<file path="src/core/retimer_ctrl_pkg.sv">
`default_nettype none
package retimer_ctrl_pkg;
   // register offsets
   localparam logic [7:0] OFS_CDR_RESET   = 8'h0a;
   localparam logic [7:0] OFS_EYE_SIGNS   = 8'h11;
   localparam logic [7:0] OFS_TAP1        = 8'h12;
   localparam logic [7:0] OFS_MANUAL      = 8'h15;
   localparam logic [7:0] OFS_SLEW        = 8'h18;
   localparam logic [7:0] OFS_EQ_POWER    = 8'h1e;
   localparam logic [7:0] OFS_POLARITY    = 8'h1f;
   localparam logic [7:0] OFS_TAPS23      = 8'h20;
   localparam logic [7:0] OFS_TAPS45      = 8'h21;
   localparam logic [7:0] OFS_OVERRIDE    = 8'h23;
   localparam logic [7:0] OFS_DFE_START   = 8'h24;
   localparam logic [7:0] OFS_RANGE_SRC   = 8'h2c;
   localparam logic [7:0] OFS_CTLE_START  = 8'h2f;
   localparam logic [7:0] OFS_ADAPT_MODE  = 8'h31;
   localparam logic [7:0] OFS_OBSERVE_1   = 8'h71;
   localparam logic [7:0] OFS_OBSERVE_2   = 8'h72;
   localparam logic [7:0] OFS_OBSERVE_3   = 8'h73;
   localparam logic [7:0] OFS_OBSERVE_4   = 8'h74;
   localparam logic [7:0] OFS_OBSERVE_5   = 8'h75;
   // field positions
   localparam int BIT_CDR_RST_LO   = 2;
   localparam int BIT_CDR_RST_HI   = 3;
   localparam int BIT_EYE_RANGE_LO = 6;
   localparam int BIT_EOM_PD       = 5;
   localparam int BIT_TAP_SIGN     = 7;
   localparam int BIT_MANUAL_EN    = 7;
   localparam int BIT_SLOW_EDGE    = 2;
   localparam int BIT_EQ_PD        = 3;
   localparam int BIT_INVERT       = 7;
   localparam int BIT_OVERRIDE     = 6;
   localparam int BIT_DFE_START    = 2;
   localparam int BIT_RANGE_AUTO   = 6;
   localparam int BIT_CTLE_START   = 0;
   localparam int BIT_MODE_LO      = 5;
   // reset values
   localparam logic [7:0] RST_EYE_SIGNS  = 8'h20;
   localparam logic [7:0] RST_EQ_POWER   = 8'h08;
   localparam logic [7:0] RST_OVERRIDE   = 8'h40;
   localparam logic [7:0] RST_RANGE_SRC  = 8'h40;
   localparam logic [7:0] RST_ADAPT_MODE = 8'h20;
   // adaptation sweep and eye span step
   localparam logic [2:0] DFE_LAST_IDX  = 3'h5;
   localparam logic [2:0] CTLE_LAST_IDX = 3'h2;
   localparam logic [8:0] EYE_STEP_MV   = 9'h064;

   typedef enum logic [1:0] {
      ST_IDLE = 2'b00,
      ST_EVAL = 2'b01,
      ST_NEXT = 2'b10,
      ST_DONE = 2'b11
   } adapt_state_e;

   typedef struct packed {
      logic            sign1;
      logic [4:0]      w1;
      logic [3:0]      signs;   // taps 2..5
      logic [3:0][3:0] w;       // taps 2..5
   } tap_set_s;

endpackage : retimer_ctrl_pkg
`default_nettype wire
</file>
<file path="src/core/dfe_override_output_ctrl.sv">
`default_nettype none
module dfe_override_output_ctrl (
   input  wire logic                       clock_i,          // register clock, 20 MHz
   input  wire logic                       rst_n_i,          // async reset, active low
   input  wire logic                       reg_wr_i,         // register write strobe
   input  wire logic                       reg_rd_i,         // register read strobe
   input  wire logic [7:0]                 reg_addr_i,       // register offset
   input  wire logic [7:0]                 reg_wdata_i,      // write data
   output logic      [7:0]                 reg_rdata_o,      // read data, one cycle later
   input  wire logic                       signal_detect_i,  // analog signal detect, async
   input  wire logic                       cdr_locked_i,     // recovery lock, async
   input  wire logic [1:0]                 cdr_eye_range_i,  // range chosen by recovery fsm
   input  wire logic                       fom_valid_i,      // eye monitor result pulse
   input  wire logic [7:0]                 fom_i,            // figure of merit
   output retimer_ctrl_pkg::tap_set_s      taps_o,           // taps applied to the signal
   output logic                            dfe_power_down_o, // feedback equalizer off
   output logic      [3:0]                 ctle_boost_o,     // linear equalizer boost
   output logic      [1:0]                 eye_range_o,      // effective eye range code
   output logic      [8:0]                 eye_span_mv_o,    // comparator span, +/- mV
   output logic                            eom_power_down_o, // eye monitor power-down
   output logic                            slow_edge_o,      // slow output edges
   output logic                            invert_o,         // output polarity inverted
   output logic                            cdr_reset_o,      // recovery reset pulse
   output logic                            adapt_busy_o      // adaptation running
);
   import retimer_ctrl_pkg::*;

   typedef struct packed {
      logic [7:0]   r0a, r11, r12, r15, r18, r1e, r1f, r20, r21, r23, r24, r2c, r2f, r31;
      logic         dfe_armed;
      logic         ctle_armed;
      adapt_state_e fsm;
      logic         is_dfe;
      logic [2:0]   idx;
      logic [7:0]   best_fom;
      tap_set_s     best_taps;
      tap_set_s     trial_taps;
      tap_set_s     adapted_taps;
      tap_set_s     applied;
      logic [3:0]   best_boost;
      logic [3:0]   trial_boost;
      logic [3:0]   boost;
      logic [3:0]   boost_out;
      logic [1:0]   range;
      logic [7:0]   rdata;
      logic         cdr_reset;
      logic         sd_meta, sd_sync, sd_prev;
      logic         lk_meta, lk_sync, lk_prev;
      logic         taps_dirty;
   } state_s;

   state_s q;
   state_s d;

   function automatic tap_set_s regs_to_taps(input state_s s);
      tap_set_s t;
      t.sign1 = s.r12[BIT_TAP_SIGN];
      t.w1    = s.r12[4:0];
      t.signs = s.r11[3:0];
      t.w[0]  = s.r20[3:0];
      t.w[1]  = s.r20[7:4];
      t.w[2]  = s.r21[3:0];
      t.w[3]  = s.r21[7:4];
      return t;
   endfunction : regs_to_taps

   // one trial per tap: weight raised by one step, saturating
   function automatic tap_set_s bump(input tap_set_s t, input logic [2:0] k);
      tap_set_s r;
      r = t;
      if (k == 3'h1) begin
         if (r.w1 != 5'h1f) r.w1 = r.w1 + 5'h01;
      end else if (k >= 3'h2 && k <= 3'h5) begin
         if (r.w[k-3'h2] != 4'hf) r.w[k-3'h2] = r.w[k-3'h2] + 4'h1;
      end
      return r;
   endfunction : bump

   function automatic logic [7:0] obs(input logic s, input logic [4:0] w);
      return {s, 2'h0, w};
   endfunction : obs

   logic       wr_dfe_start;
   logic       wr_ctle_start;
   logic       start_dfe;
   logic       start_ctle;
   logic       unlocked_arrival;
   logic       lock_lost;
   logic       better;
   logic [2:0] last_idx;

   always_comb begin
      d = q;
      d.cdr_reset = 1'b0;
      // only the second stage reads the first
      d.sd_meta = signal_detect_i;
      d.sd_sync = q.sd_meta;
      d.sd_prev = q.sd_sync;
      d.lk_meta = cdr_locked_i;
      d.lk_sync = q.lk_meta;
      d.lk_prev = q.lk_sync;

      wr_dfe_start  = reg_wr_i && reg_addr_i == OFS_DFE_START;
      wr_ctle_start = reg_wr_i && reg_addr_i == OFS_CTLE_START;
      start_dfe     = 1'b0;
      start_ctle    = 1'b0;

      // host writes, whole byte stored as written
      if (reg_wr_i) begin
         case (reg_addr_i)
            OFS_CDR_RESET:  d.r0a = reg_wdata_i;
            OFS_EYE_SIGNS:  d.r11 = reg_wdata_i;
            OFS_TAP1:       d.r12 = reg_wdata_i;
            OFS_MANUAL:     d.r15 = reg_wdata_i;
            OFS_SLEW:       d.r18 = reg_wdata_i;
            OFS_EQ_POWER:   d.r1e = reg_wdata_i;
            OFS_POLARITY:   d.r1f = reg_wdata_i;
            OFS_TAPS23:     d.r20 = reg_wdata_i;
            OFS_TAPS45:     d.r21 = reg_wdata_i;
            OFS_OVERRIDE:   d.r23 = reg_wdata_i;
            OFS_DFE_START:  d.r24 = reg_wdata_i;
            OFS_RANGE_SRC:  d.r2c = reg_wdata_i;
            OFS_CTLE_START: d.r2f = reg_wdata_i;
            OFS_ADAPT_MODE: d.r31 = reg_wdata_i;
            default:        d.r0a = q.r0a;
         endcase
      end

      // recovery reset: host write of its bits, or signal arriving unlocked
      unlocked_arrival = q.sd_sync && !q.sd_prev && !q.lk_sync;
      if ((reg_wr_i && reg_addr_i == OFS_CDR_RESET
           && reg_wdata_i[BIT_CDR_RST_HI:BIT_CDR_RST_LO] != 2'h0)
          || unlocked_arrival) begin
         d.cdr_reset = 1'b1;
      end

      // start bits fire on the clear that follows a set
      if (wr_dfe_start) begin
         if (reg_wdata_i[BIT_DFE_START]) begin
            d.dfe_armed = 1'b1;
         end else if (q.dfe_armed) begin
            d.dfe_armed = 1'b0;
            start_dfe   = 1'b1;
         end
      end
      if (wr_ctle_start) begin
         if (reg_wdata_i[BIT_CTLE_START]) begin
            d.ctle_armed = 1'b1;
         end else if (q.ctle_armed) begin
            d.ctle_armed = 1'b0;
            start_ctle   = 1'b1;
         end
      end
      if (q.cdr_reset && q.r31[BIT_MODE_LO+1]) begin
         start_dfe = 1'b1;
      end

      // tap edits that later cost lock re-adapt the boost; a new edit beats the clear
      lock_lost = q.lk_prev && !q.lk_sync;
      if (lock_lost && q.taps_dirty) begin
         start_ctle   = 1'b1;
         d.taps_dirty = 1'b0;
      end
      if (reg_wr_i && (reg_addr_i == OFS_TAP1 || reg_addr_i == OFS_TAPS23
                       || reg_addr_i == OFS_TAPS45 || reg_addr_i == OFS_EYE_SIGNS)) begin
         d.taps_dirty = 1'b1;
      end

      last_idx = q.is_dfe ? DFE_LAST_IDX : CTLE_LAST_IDX;
      better   = q.idx == 3'h0 || fom_i > q.best_fom;

      case (q.fsm)
         ST_IDLE: begin
            // a trigger while busy is dropped; idle picks dfe first
            if (start_dfe) begin
               d.is_dfe     = 1'b1;
               d.idx        = 3'h0;
               d.trial_taps = regs_to_taps(q);
               d.fsm        = ST_EVAL;
            end else if (start_ctle) begin
               d.is_dfe      = 1'b0;
               d.idx         = 3'h0;
               d.trial_boost = q.boost;
               d.fsm         = ST_EVAL;
            end
         end
         ST_EVAL: begin
            if (fom_valid_i) begin
               // the start point is scored first, so a loser never replaces it
               if (better) begin
                  d.best_fom   = fom_i;
                  d.best_taps  = q.trial_taps;
                  d.best_boost = q.trial_boost;
               end
               if (q.idx == last_idx) begin
                  d.fsm = ST_DONE;
               end else begin
                  d.idx = q.idx + 3'h1;
                  d.fsm = ST_NEXT;
               end
            end
         end
         ST_NEXT: begin
            if (q.is_dfe) begin
               d.trial_taps = bump(q.best_taps, q.idx);
            end else if (q.idx == 3'h1) begin
               d.trial_boost = (q.best_boost == 4'hf) ? q.best_boost : q.best_boost + 4'h1;
            end else begin
               d.trial_boost = (q.best_boost == 4'h0) ? q.best_boost : q.best_boost - 4'h1;
            end
            d.fsm = ST_EVAL;
         end
         ST_DONE: begin
            if (q.is_dfe) begin
               // result goes back to the tap registers, over any host write now
               d.adapted_taps = q.best_taps;
               d.r12 = {q.best_taps.sign1, q.r12[6:5], q.best_taps.w1};
               d.r11 = {q.r11[7:4], q.best_taps.signs};
               d.r20 = {q.best_taps.w[1], q.best_taps.w[0]};
               d.r21 = {q.best_taps.w[3], q.best_taps.w[2]};
            end else begin
               d.boost = q.best_boost;
            end
            d.fsm = ST_IDLE;
         end
         default: d.fsm = ST_IDLE;
      endcase

      // applied taps
      if (q.r1e[BIT_EQ_PD]) begin
         d.applied = '0;
      end else if (q.fsm != ST_IDLE && q.is_dfe) begin
         d.applied = q.trial_taps;
      end else if (q.r15[BIT_MANUAL_EN] && q.r23[BIT_OVERRIDE]) begin
         d.applied = regs_to_taps(q);
      end else begin
         d.applied = q.adapted_taps;
      end
      d.boost_out = (q.fsm != ST_IDLE && !q.is_dfe) ? q.trial_boost : q.boost;
      d.range = q.r2c[BIT_RANGE_AUTO] ? cdr_eye_range_i
                                      : q.r11[BIT_EYE_RANGE_LO+1:BIT_EYE_RANGE_LO];

      // readback
      if (reg_rd_i) begin
         case (reg_addr_i)
            OFS_CDR_RESET:  d.rdata = q.r0a;
            OFS_EYE_SIGNS:  d.rdata = q.r11;
            OFS_TAP1:       d.rdata = q.r12;
            OFS_MANUAL:     d.rdata = q.r15;
            OFS_SLEW:       d.rdata = q.r18;
            OFS_EQ_POWER:   d.rdata = q.r1e;
            OFS_POLARITY:   d.rdata = q.r1f;
            OFS_TAPS23:     d.rdata = q.r20;
            OFS_TAPS45:     d.rdata = q.r21;
            OFS_OVERRIDE:   d.rdata = q.r23;
            OFS_DFE_START:  d.rdata = q.r24;
            OFS_RANGE_SRC:  d.rdata = q.r2c;
            OFS_CTLE_START: d.rdata = q.r2f;
            OFS_ADAPT_MODE: d.rdata = q.r31;
            OFS_OBSERVE_1:  d.rdata = obs(q.applied.sign1, q.applied.w1);
            OFS_OBSERVE_2:  d.rdata = obs(q.applied.signs[0], {1'b0, q.applied.w[0]});
            OFS_OBSERVE_3:  d.rdata = obs(q.applied.signs[1], {1'b0, q.applied.w[1]});
            OFS_OBSERVE_4:  d.rdata = obs(q.applied.signs[2], {1'b0, q.applied.w[2]});
            OFS_OBSERVE_5:  d.rdata = obs(q.applied.signs[3], {1'b0, q.applied.w[3]});
            default:        d.rdata = 8'h00;
         endcase
      end
   end

   always_ff @(posedge clock_i or negedge rst_n_i) begin
      if (!rst_n_i) begin
         q     <= '0;
         q.r11 <= RST_EYE_SIGNS;
         q.r1e <= RST_EQ_POWER;
         q.r23 <= RST_OVERRIDE;
         q.r2c <= RST_RANGE_SRC;
         q.r31 <= RST_ADAPT_MODE;
         q.fsm <= ST_IDLE;
      end else begin
         q <= d;
      end
   end

   assign reg_rdata_o      = q.rdata;
   assign taps_o           = q.applied;
   assign dfe_power_down_o = q.r1e[BIT_EQ_PD];
   assign ctle_boost_o     = q.boost_out;
   assign eye_range_o      = q.range;
   assign eye_span_mv_o    = EYE_STEP_MV * ({7'h00, q.range} + 9'h001);
   assign eom_power_down_o = q.r11[BIT_EOM_PD];
   assign slow_edge_o      = q.r18[BIT_SLOW_EDGE];
   assign invert_o         = q.r1f[BIT_INVERT];
   assign cdr_reset_o      = q.cdr_reset;
   assign adapt_busy_o     = q.fsm != ST_IDLE;
endmodule : dfe_override_output_ctrl
`default_nettype wire

</file>
<file path="config.mk">
export PLATFORM = sky130hd
export DESIGN_NAME = dfe_override_output_ctrl
export DESIGN_NICKNAME = d
export VERILOG_FILES = /design/src/core/retimer_ctrl_pkg.sv /design/src/core/dfe_override_output_ctrl.sv
export SDC_FILE = /design/constraint.sdc
export NUM_CORES = 1
export LEC_CHECK = 0
export ABC_AREA = 1
export BUFFER_PORTS_ARGS = -buffer_cell sky130_fd_sc_hd__clkbuf_2
export CAP_MARGIN = 20
export CORE_MARGIN = 3
export CORE_UTILIZATION = 49
export CTS_CLUSTER_SIZE = 30
export DETAILED_ROUTE_END_ITERATION = 10
export GPL_ROUTABILITY_DRIVEN = 1
export HOLD_SLACK_MARGIN = 0.03
export PLACE_DENSITY_LB_ADDON = 0.1
export SLEW_MARGIN = 10
export SYNTH_ARGS = -nofsm -noshare
export SYNTH_HDL_FRONTEND = slang
export SYNTH_SLANG_ARGS = --single-unit
export TNS_END_PERCENT = 5
</file>
<file path="constraint.sdc">
create_clock -name clock_i -period 2.6 [get_ports clock_i]
set_input_delay 0.39 -clock clock_i [delete_from_list [all_inputs] [get_ports clock_i]]
set_output_delay 0.39 -clock clock_i [all_outputs]
set_load 0.01 [all_outputs]
</file>
==> Word-level counts from Yosys, hierarchy flattened <==
Index checks and enable logic that the tools add are counted.
{ "totals": {"out_inout_bits": 55, "regBits": 266, "word_cells": 231} }
{ "op_classes": {"n_reduce_logical": 50, "addsub": 7, "magnitude_cmp": 5, "muxes": 67, "n_eq_ne": 36, "multipliers": 1, "bitwise_logic": 1} }
{ "op_table": {"columns": ["op", "count"], "rows": [
  ["$pmux W8 S19", 1],
  ["$mux W26", 5],
  ["$mux W16", 7],
  ["$mux W104", 1],
  ["$mux W8", 13],
  ["$eq A8 B6 Y1 const B", 7],
  ["$pmux W26 S2", 1],
  ["$eq A8 B5 Y1 const B", 6],
  ["$eq A8 B7 Y1 const B", 5],
  ["$mux W37", 1],
  ["$mux W4", 9],
  ["$mux W34", 1],
  ["$reduce_and A2 Y1", 14],
  ["$bwmux W16", 1],
  ["$ne A2 B2 Y1 const B", 8],
  ["$logic_and A1 B1 Y1", 15],
  ["$mux W1", 14],
  ["$mux W6", 2],
  ["$reduce_bool A2 Y1", 6],
  ["$mux W5", 2],
  ["$add A4 B1 Y4 const B", 2],
  ["$bmux W4 S2", 1],
  ["$demux W4 S2", 1],
  ["$eq A8 B4 Y1 const B", 1],
  ["other kinds (32)", 43]
]} }

==> Logic depth before layout (Yosys ltp) <==
{ "logic_depth": {"depth_word": 11, "mapped_depth": 14, "depth_no_buf": 13} }

==> Worst setup path after synthesis <==
Ideal clock, no wire load.
{ "synth_timing": {"kind": "register -> register", "startpoint": "register q[146] (netlist name)", "endpoint": "register q[93] (netlist name)", "setup_time_ns": 0.122, "path_slack_ns": 0.751, "arrival_ns": 1.727, "period_less_slack_ns": 1.849, "stages_incl_launch_ff": 13, "n_path_buf": 2, "cell_sequence": "dfrtp_1 > buf_2 > nand2_1 > nand3_1 > nand2_1 > ha_1 > nand3_1 > buf_4 > nand3_1 > inv_1 > nand2_1 > nand3_1 > a21oi_1"} }
{ "synth_via": {"elab_chain_len": 11, "word_cells_on_any_way": 20, "cone_classes": "add/sub (2); order compare (4); eq/ne (2); mux (10); reduce/logical (2)"} }
{ "synth_rtl": {"columns": ["item", "line", "source"], "rows": [
  ["start: declaration", "dfe_override_output_ctrl.sv:52", "state_s q;"],
  ["parallel branches: the longest is 8 deep, another holds $add A4 B1 Y4", null, null],
  ["$mux W16 (*)", "dfe_override_output_ctrl.sv:71", "if (k == 3'h1) begin"],
  ["$mux W26 (*)", "dfe_override_output_ctrl.sv:204", "if (q.is_dfe) begin"],
  ["$pmux W26 S2 (*)", "dfe_override_output_ctrl.sv:172", "case (q.fsm)"]
]} }
Mark *: on every way between the ends. The select of a mux whose other input is x is not followed.
A chain may end at the register's enable or synchronous reset.

==> Worst setup path in the final report <==
{ "layout_timing": {"startpoint": "register q[147] (netlist name)", "endpoint": "register q[93] (netlist name)"} }
Same word-level chain as after synthesis.

==> flow_summary.html <==
<table>
<tr><th>Metric</th><th>Value</th></tr>
<tr><th colspan="2">Run status</th></tr>
<tr><td>Run status</td><td>finished, final reports clean</td></tr>
<tr><th colspan="2">STA</th></tr>
<tr><td>RSZ-0062 raised after global routing</td><td>no</td></tr>
<tr><td>FMAX</td><td>roughly 450 MHz</td></tr>
<tr><td>Final Max Tran Viols</td><td>0</td></tr>
<tr><td>Minimum clock period</td><td>between 2 and 2.5 ns</td></tr>
<tr><td>Setup-failing EPs final</td><td>0</td></tr>
<tr><td>Clock Skew</td><td>between 0.008 and 0.009 ns</td></tr>
<tr><td>Sum Neg Setup Slack</td><td>0 ns</td></tr>
<tr><td>Final-report hold violation count</td><td>0</td></tr>
<tr><td>Measured slew at the worst slew-check pin</td><td>0.632 ns</td></tr>
<tr><td>Tcrit/Tclk final</td><td>about 86%</td></tr>
<tr><td>Max_slew headroom</td><td>57.8%</td></tr>
<tr><th colspan="2">Global routing</th></tr>
<tr><td>Pin count of the biggest net entering global routing</td><td>70</td></tr>
<tr><td>Global-route wire length before repair</td><td>around 60000 um</td></tr>
<tr><td>All-Layer GR Usage</td><td>between 20% and 30%</td></tr>
<tr><td>Global routing usage on met2</td><td>around two fifths</td></tr>
<tr><td>Global routing usage on met1</td><td>~38%</td></tr>
<tr><td>Initial antenna violation count</td><td>0</td></tr>
<tr><td>Via count of the first global-routing pass</td><td>between 10k and 15k</td></tr>
<tr><td>Met3 Use GR</td><td>under 10%</td></tr>
<tr><td>Remaining global-route overflow</td><td>0</td></tr>
<tr><td>Busiest layer in global routing</td><td>met2</td></tr>
<tr><th colspan="2">Detailed routing</th></tr>
<tr><td>Total via count in the routed design</td><td>11.0k</td></tr>
<tr><td># DRC</td><td>0</td></tr>
<tr><td>Number of DRC violations after detailed-routing iteration 0</td><td>around 980</td></tr>
<tr><td>DR vias/cell</td><td>between 5 and 6</td></tr>
<tr><td>Number of search-and-repair iterations in the first detailed-routing pass</td><td>5</td></tr>
<tr><td>Post-detailed-route wirelength per cell</td><td>between 15 and 20 um</td></tr>
<tr><td>Final antenna-violating net count</td><td>0</td></tr>
<tr><td>Routed wire length</td><td>37300 um</td></tr>
<tr><th colspan="2">Yosys</th></tr>
<tr><td>Mean cell area of the mapped netlist</td><td>8.00 sq um</td></tr>
<tr><td>Cell count after synthesis</td><td>between 1.5k and 2k</td></tr>
<tr><td>Async set or reset register ratio after synthesis</td><td>100%</td></tr>
<tr><td>Synth top area cells</td><td>sky130_fd_sc_hd__dfrtp_1, sky130_fd_sc_hd__nand2_1, sky130_fd_sc_hd__o21ai_0, sky130_fd_sc_hd__inv_1, sky130_fd_sc_hd__nand3_1</td></tr>
<tr><td>Sequential share of the synthesized area</td><td>between 40% and 50%</td></tr>
<tr><td>Number of synthesis warnings</td><td>0</td></tr>
<tr><td>Number of synthesized register bits</td><td>roughly 260</td></tr>
<tr><td>Cell area after synthesis</td><td>13200 sq um</td></tr>
<tr><td>Post-synth cell types</td><td>44</td></tr>
<tr><td>Post-synth top area cell</td><td>sky130_fd_sc_hd__dfrtp_1</td></tr>
<tr><td>Number of enable flip-flop cells after synthesis</td><td>0</td></tr>
<tr><td>Ys flop type</td><td>sky130_fd_sc_hd__dfrtp_1</td></tr>
<tr><td>Area share of the leading cell type in the synthesized netlist</td><td>just under 50%</td></tr>
<tr><th colspan="2">Placed design</th></tr>
<tr><td>Total instance count after detailed placement</td><td>1998</td></tr>
<tr><td>Number of input and output port buffers inserted</td><td>85</td></tr>
<tr><td>Routability Congestion</td><td>between 0.9 and 1</td></tr>
<tr><td>Dpl hpwl</td><td>about 27000 um</td></tr>
<tr><th colspan="2">Worst hold path</th></tr>
<tr><td>Worst min-delay path category</td><td>input port to register</td></tr>
<tr><td>WHS Path Cells</td><td>2</td></tr>
<tr><th colspan="2">Cells and area</th></tr>
<tr><td>Final Instance Count excl. Fillers</td><td>around 2.1k</td></tr>
<tr><td>Antenna Cells</td><td>0</td></tr>
<tr><td>Number of fill cells</td><td>about 2.5k</td></tr>
<tr><td>Nets</td><td>1749</td></tr>
<tr><td>Synthesis-to-layout area growth</td><td>11.6%</td></tr>
<tr><td>Share of final-layout standard cells stronger than drive strength 1</td><td>~13%</td></tr>
<tr><th colspan="2">Setup path</th></tr>
<tr><td>Critical path fanouts, max</td><td>12</td></tr>
<tr><td>Critical Path Sink Type</td><td>register</td></tr>
<tr><td>Type of element launching the critical path</td><td>register</td></tr>
<tr><td>Worst Reg2Reg Path Length in Cells</td><td>10</td></tr>
<tr><td>Data arrival, critical path</td><td>between 2 and 3 ns</td></tr>
<tr><td>Classification of the worst setup path</td><td>register to register</td></tr>
<tr><td>Required time of the critical path</td><td>roughly 3.1 ns</td></tr>
<tr><th colspan="2">Clock tree</th></tr>
<tr><td>CTS sink cnt</td><td>roughly 260</td></tr>
<tr><td>Setup repair bufs after CTS</td><td>0</td></tr>
<tr><td>Maximum count of clock buffers along a single path</td><td>3</td></tr>
<tr><td>Worst-skew pair later-pin latency</td><td>0.55 ns</td></tr>
<tr><td>Number of buffers created by CTS</td><td>29</td></tr>
<tr><td>Clk Tree Root Cell</td><td>sky130_fd_sc_hd__clkbuf_16</td></tr>
<tr><td>Clock-pin transition on the worst setup and hold timing paths</td><td>0.06 ns</td></tr>
<tr><td>H-tree level count</td><td>1</td></tr>
<tr><td>Clock tree from TritonCTS</td><td>yes</td></tr>
<tr><th colspan="2">Floorplan</th></tr>
<tr><td>Effective utilization at floorplan</td><td>between 50 and 60%</td></tr>
<tr><td>Die height</td><td>~170 um</td></tr>
<tr><td>Die Span X</td><td>170 um</td></tr>
<tr><td>I/O Pins</td><td>just under 90</td></tr>
<tr><td>Count of standard-cell rows</td><td>59</td></tr>
<tr><td>Placeable Area</td><td>~26000 sq um</td></tr>
<tr><td>DIE AREA</td><td>around 29000 sq um</td></tr>
<tr><th colspan="2">Power and ir drop</th></tr>
<tr><td>Power density over the cells</td><td>921 nW/um^2</td></tr>
<tr><td>Leak</td><td>7.47 nW</td></tr>
<tr><td>Worst vdd rail ir drop</td><td>0.616 mV</td></tr>
<tr><th colspan="2">Run</th></tr>
<tr><td>Max-cap violations</td><td>0</td></tr>
</table>
-- routing by layer --
layer  part of all wire (%)  vias up
li1                       -     5412
met1                     46     5253
met2                     45      289
met3                    5.1       73
met4                    3.4        0
met5                      0        -
-- through the flow --
step / hold WS [ns] / cell area (sq um) / power (W) / worst slack [ns] / utilization, %
finish: 0.0704 / 14800 / 0.0136 / 0.355 / 56.2
floorplan: 0.0944 / 13200 / 0.00837 / 0.751 / -
global placement: 0.335 / 13800 / 0.00948 / 0.471 / 52.5
CTS: 0.0439 / 14800 / 0.0137 / 0.375 / 56.2
global route: 0.0588 / 14800 / 0.0145 / 0.0462 / 56.2
detailed placement: 0.338 / 13800 / 0.00956 / 0.414 / 52.5
-- sequential cells by signal (all words and copies together) (netlist names) --
signal	count
cdr_reset_o	1
slow_edge_o	1
dfe_power_down_o	1
taps_o	26
d	4
eom_power_down_o	1
q	215
eye_range_o	2
ctle_boost_o	4
invert_o	1
reg_rdata_o	8
-- critical path: stages, from the launching register on --
cell and delay (ns):
sky130_fd_sc_hd__dfrtp_1 0.48, sky130_fd_sc_hd__inv_2 0.17, sky130_fd_sc_hd__nand3_1 0.09, sky130_fd_sc_hd__nand2_1 0.21, sky130_fd_sc_hd__ha_1 0.23, sky130_fd_sc_hd__nand3_1 0.32, sky130_fd_sc_hd__nand3_1 0.30, sky130_fd_sc_hd__inv_1 0.08
sky130_fd_sc_hd__nand2_1 0.06, sky130_fd_sc_hd__nand3_1 0.07, sky130_fd_sc_hd__a21oi_1 0.14
-- kinds of logic after synthesis --
logic type / after synthesis / synth area share (%)
other cells: 1 / 0.0283
flops: 264 / 49.9
buf+inv: 261 / 8.98
simple gates: 777 / 24.7
fa+ha+maj: 19 / 1.79
mux: 2 / 0.170
compound gates: 322 / 13.8
xor+xnor: 9 / 0.595
-- path summary, 6_finish.rpt --
check,start,slack (ns),end
worst max-delay path,q[147],0.36,q[93]
worst min-delay path,cdr_eye_range_i[0],0.07,eye_range_o[0]
worst max register to register,q[147],0.36,q[93]
worst min register to register,d[2],0.35,d[1]
max in group asynchronous,rst_n_i,1.43,q[142]
min in group asynchronous,rst_n_i,0.37,q[156]
-- final cells by class --
cell class | instances | area [sq um] | share of cell area (%)
Sequential cell | 264 | 6610 | 44.7
Multi-Input combinational cell | 1131 | 5460 | 37.0
Clock buffer | 40 | 827 | 5.60
Timing Repair Buffer | 119 | 761 | 5.15
Inverter | 152 | 571 | 3.86
Tap cell | 335 | 419 | 2.84
Clock inverter | 14 | 129 | 0.872
-- synth_stat cells (2+ instances only) --
library cell	n
sky130_fd_sc_hd__nand2_1	514
sky130_fd_sc_hd__dfrtp_1	259
sky130_fd_sc_hd__o21ai_0	194
sky130_fd_sc_hd__inv_1	145
sky130_fd_sc_hd__nor2_1	111
sky130_fd_sc_hd__nand3_1	90
sky130_fd_sc_hd__a211oi_1	50
sky130_fd_sc_hd__clkbuf_1	49
sky130_fd_sc_hd__buf_4	44
sky130_fd_sc_hd__a21oi_1	33
sky130_fd_sc_hd__nand4_1	27
sky130_fd_sc_hd__ha_1	19
sky130_fd_sc_hd__nor2_2	13
sky130_fd_sc_hd__buf_2	11
sky130_fd_sc_hd__o21ai_1	11
sky130_fd_sc_hd__o211ai_1	9
sky130_fd_sc_hd__a21oi_2	7
sky130_fd_sc_hd__o21a_1	6
sky130_fd_sc_hd__dfstp_2	5
sky130_fd_sc_hd__inv_2	5
sky130_fd_sc_hd__xnor2_1	5
sky130_fd_sc_hd__a31oi_1	4
sky130_fd_sc_hd__buf_6	4
sky130_fd_sc_hd__xor2_1	4
sky130_fd_sc_hd__nand2_2	3
sky130_fd_sc_hd__nand2_4	3
sky130_fd_sc_hd__nor2_4	3
sky130_fd_sc_hd__o221ai_1	3
sky130_fd_sc_hd__o22ai_1	3
sky130_fd_sc_hd__clkinv_1	2
sky130_fd_sc_hd__mux2_2	2
sky130_fd_sc_hd__nand3_2	2
sky130_fd_sc_hd__nand3_4	2
sky130_fd_sc_hd__nor3_1	2
sky130_fd_sc_hd__or2_2	2
-- report_power, final --
group	total, W	internal (W)	switching [W]
clock network	0.00413	0.00242	0.00171
logic	0.00370	0.00126	0.00244
registers	0.00579	0.00502	0.000769
-- cell usage in the layout, fill, tap and decap left out, drive strengths merged, types with 2 or more instances in the layout --
master | Yosys | final
xor2 | 4 | 4
nand4 | 27 | 27
o211ai | 9 | 9
dfstp | 5 | 5
inv | 150 | 151
nand3 | 94 | 94
a31oi | 4 | 4
conb | 1 | 2
buf | 59 | 32
a21oi | 40 | 40
dlygate4sd3 | 0 | 3
o221ai | 3 | 3
o21a | 6 | 6
o21ai | 206 | 206
ha | 19 | 19
nand2 | 520 | 520
bufinv | 0 | 2
o22ai | 3 | 3
or2 | 2 | 2
mux2 | 2 | 2
dfrtp | 259 | 259
clkinvlp | 0 | 2
nor2 | 128 | 128
xnor2 | 5 | 5
a211oi | 50 | 50
clkinv | 2 | 11
nor3 | 3 | 3
clkbuf | 50 | 124
-- timing repair --
item / 4_1_cts / 5_1_grt
resized for setup: 0 / 0
hold buffers: 3 / 0
endpoints found under the hold margin: 58 / 0
endpoints found under the setup margin: 0 / 0
No activity file was read; power rests on OpenSTA's default activity.
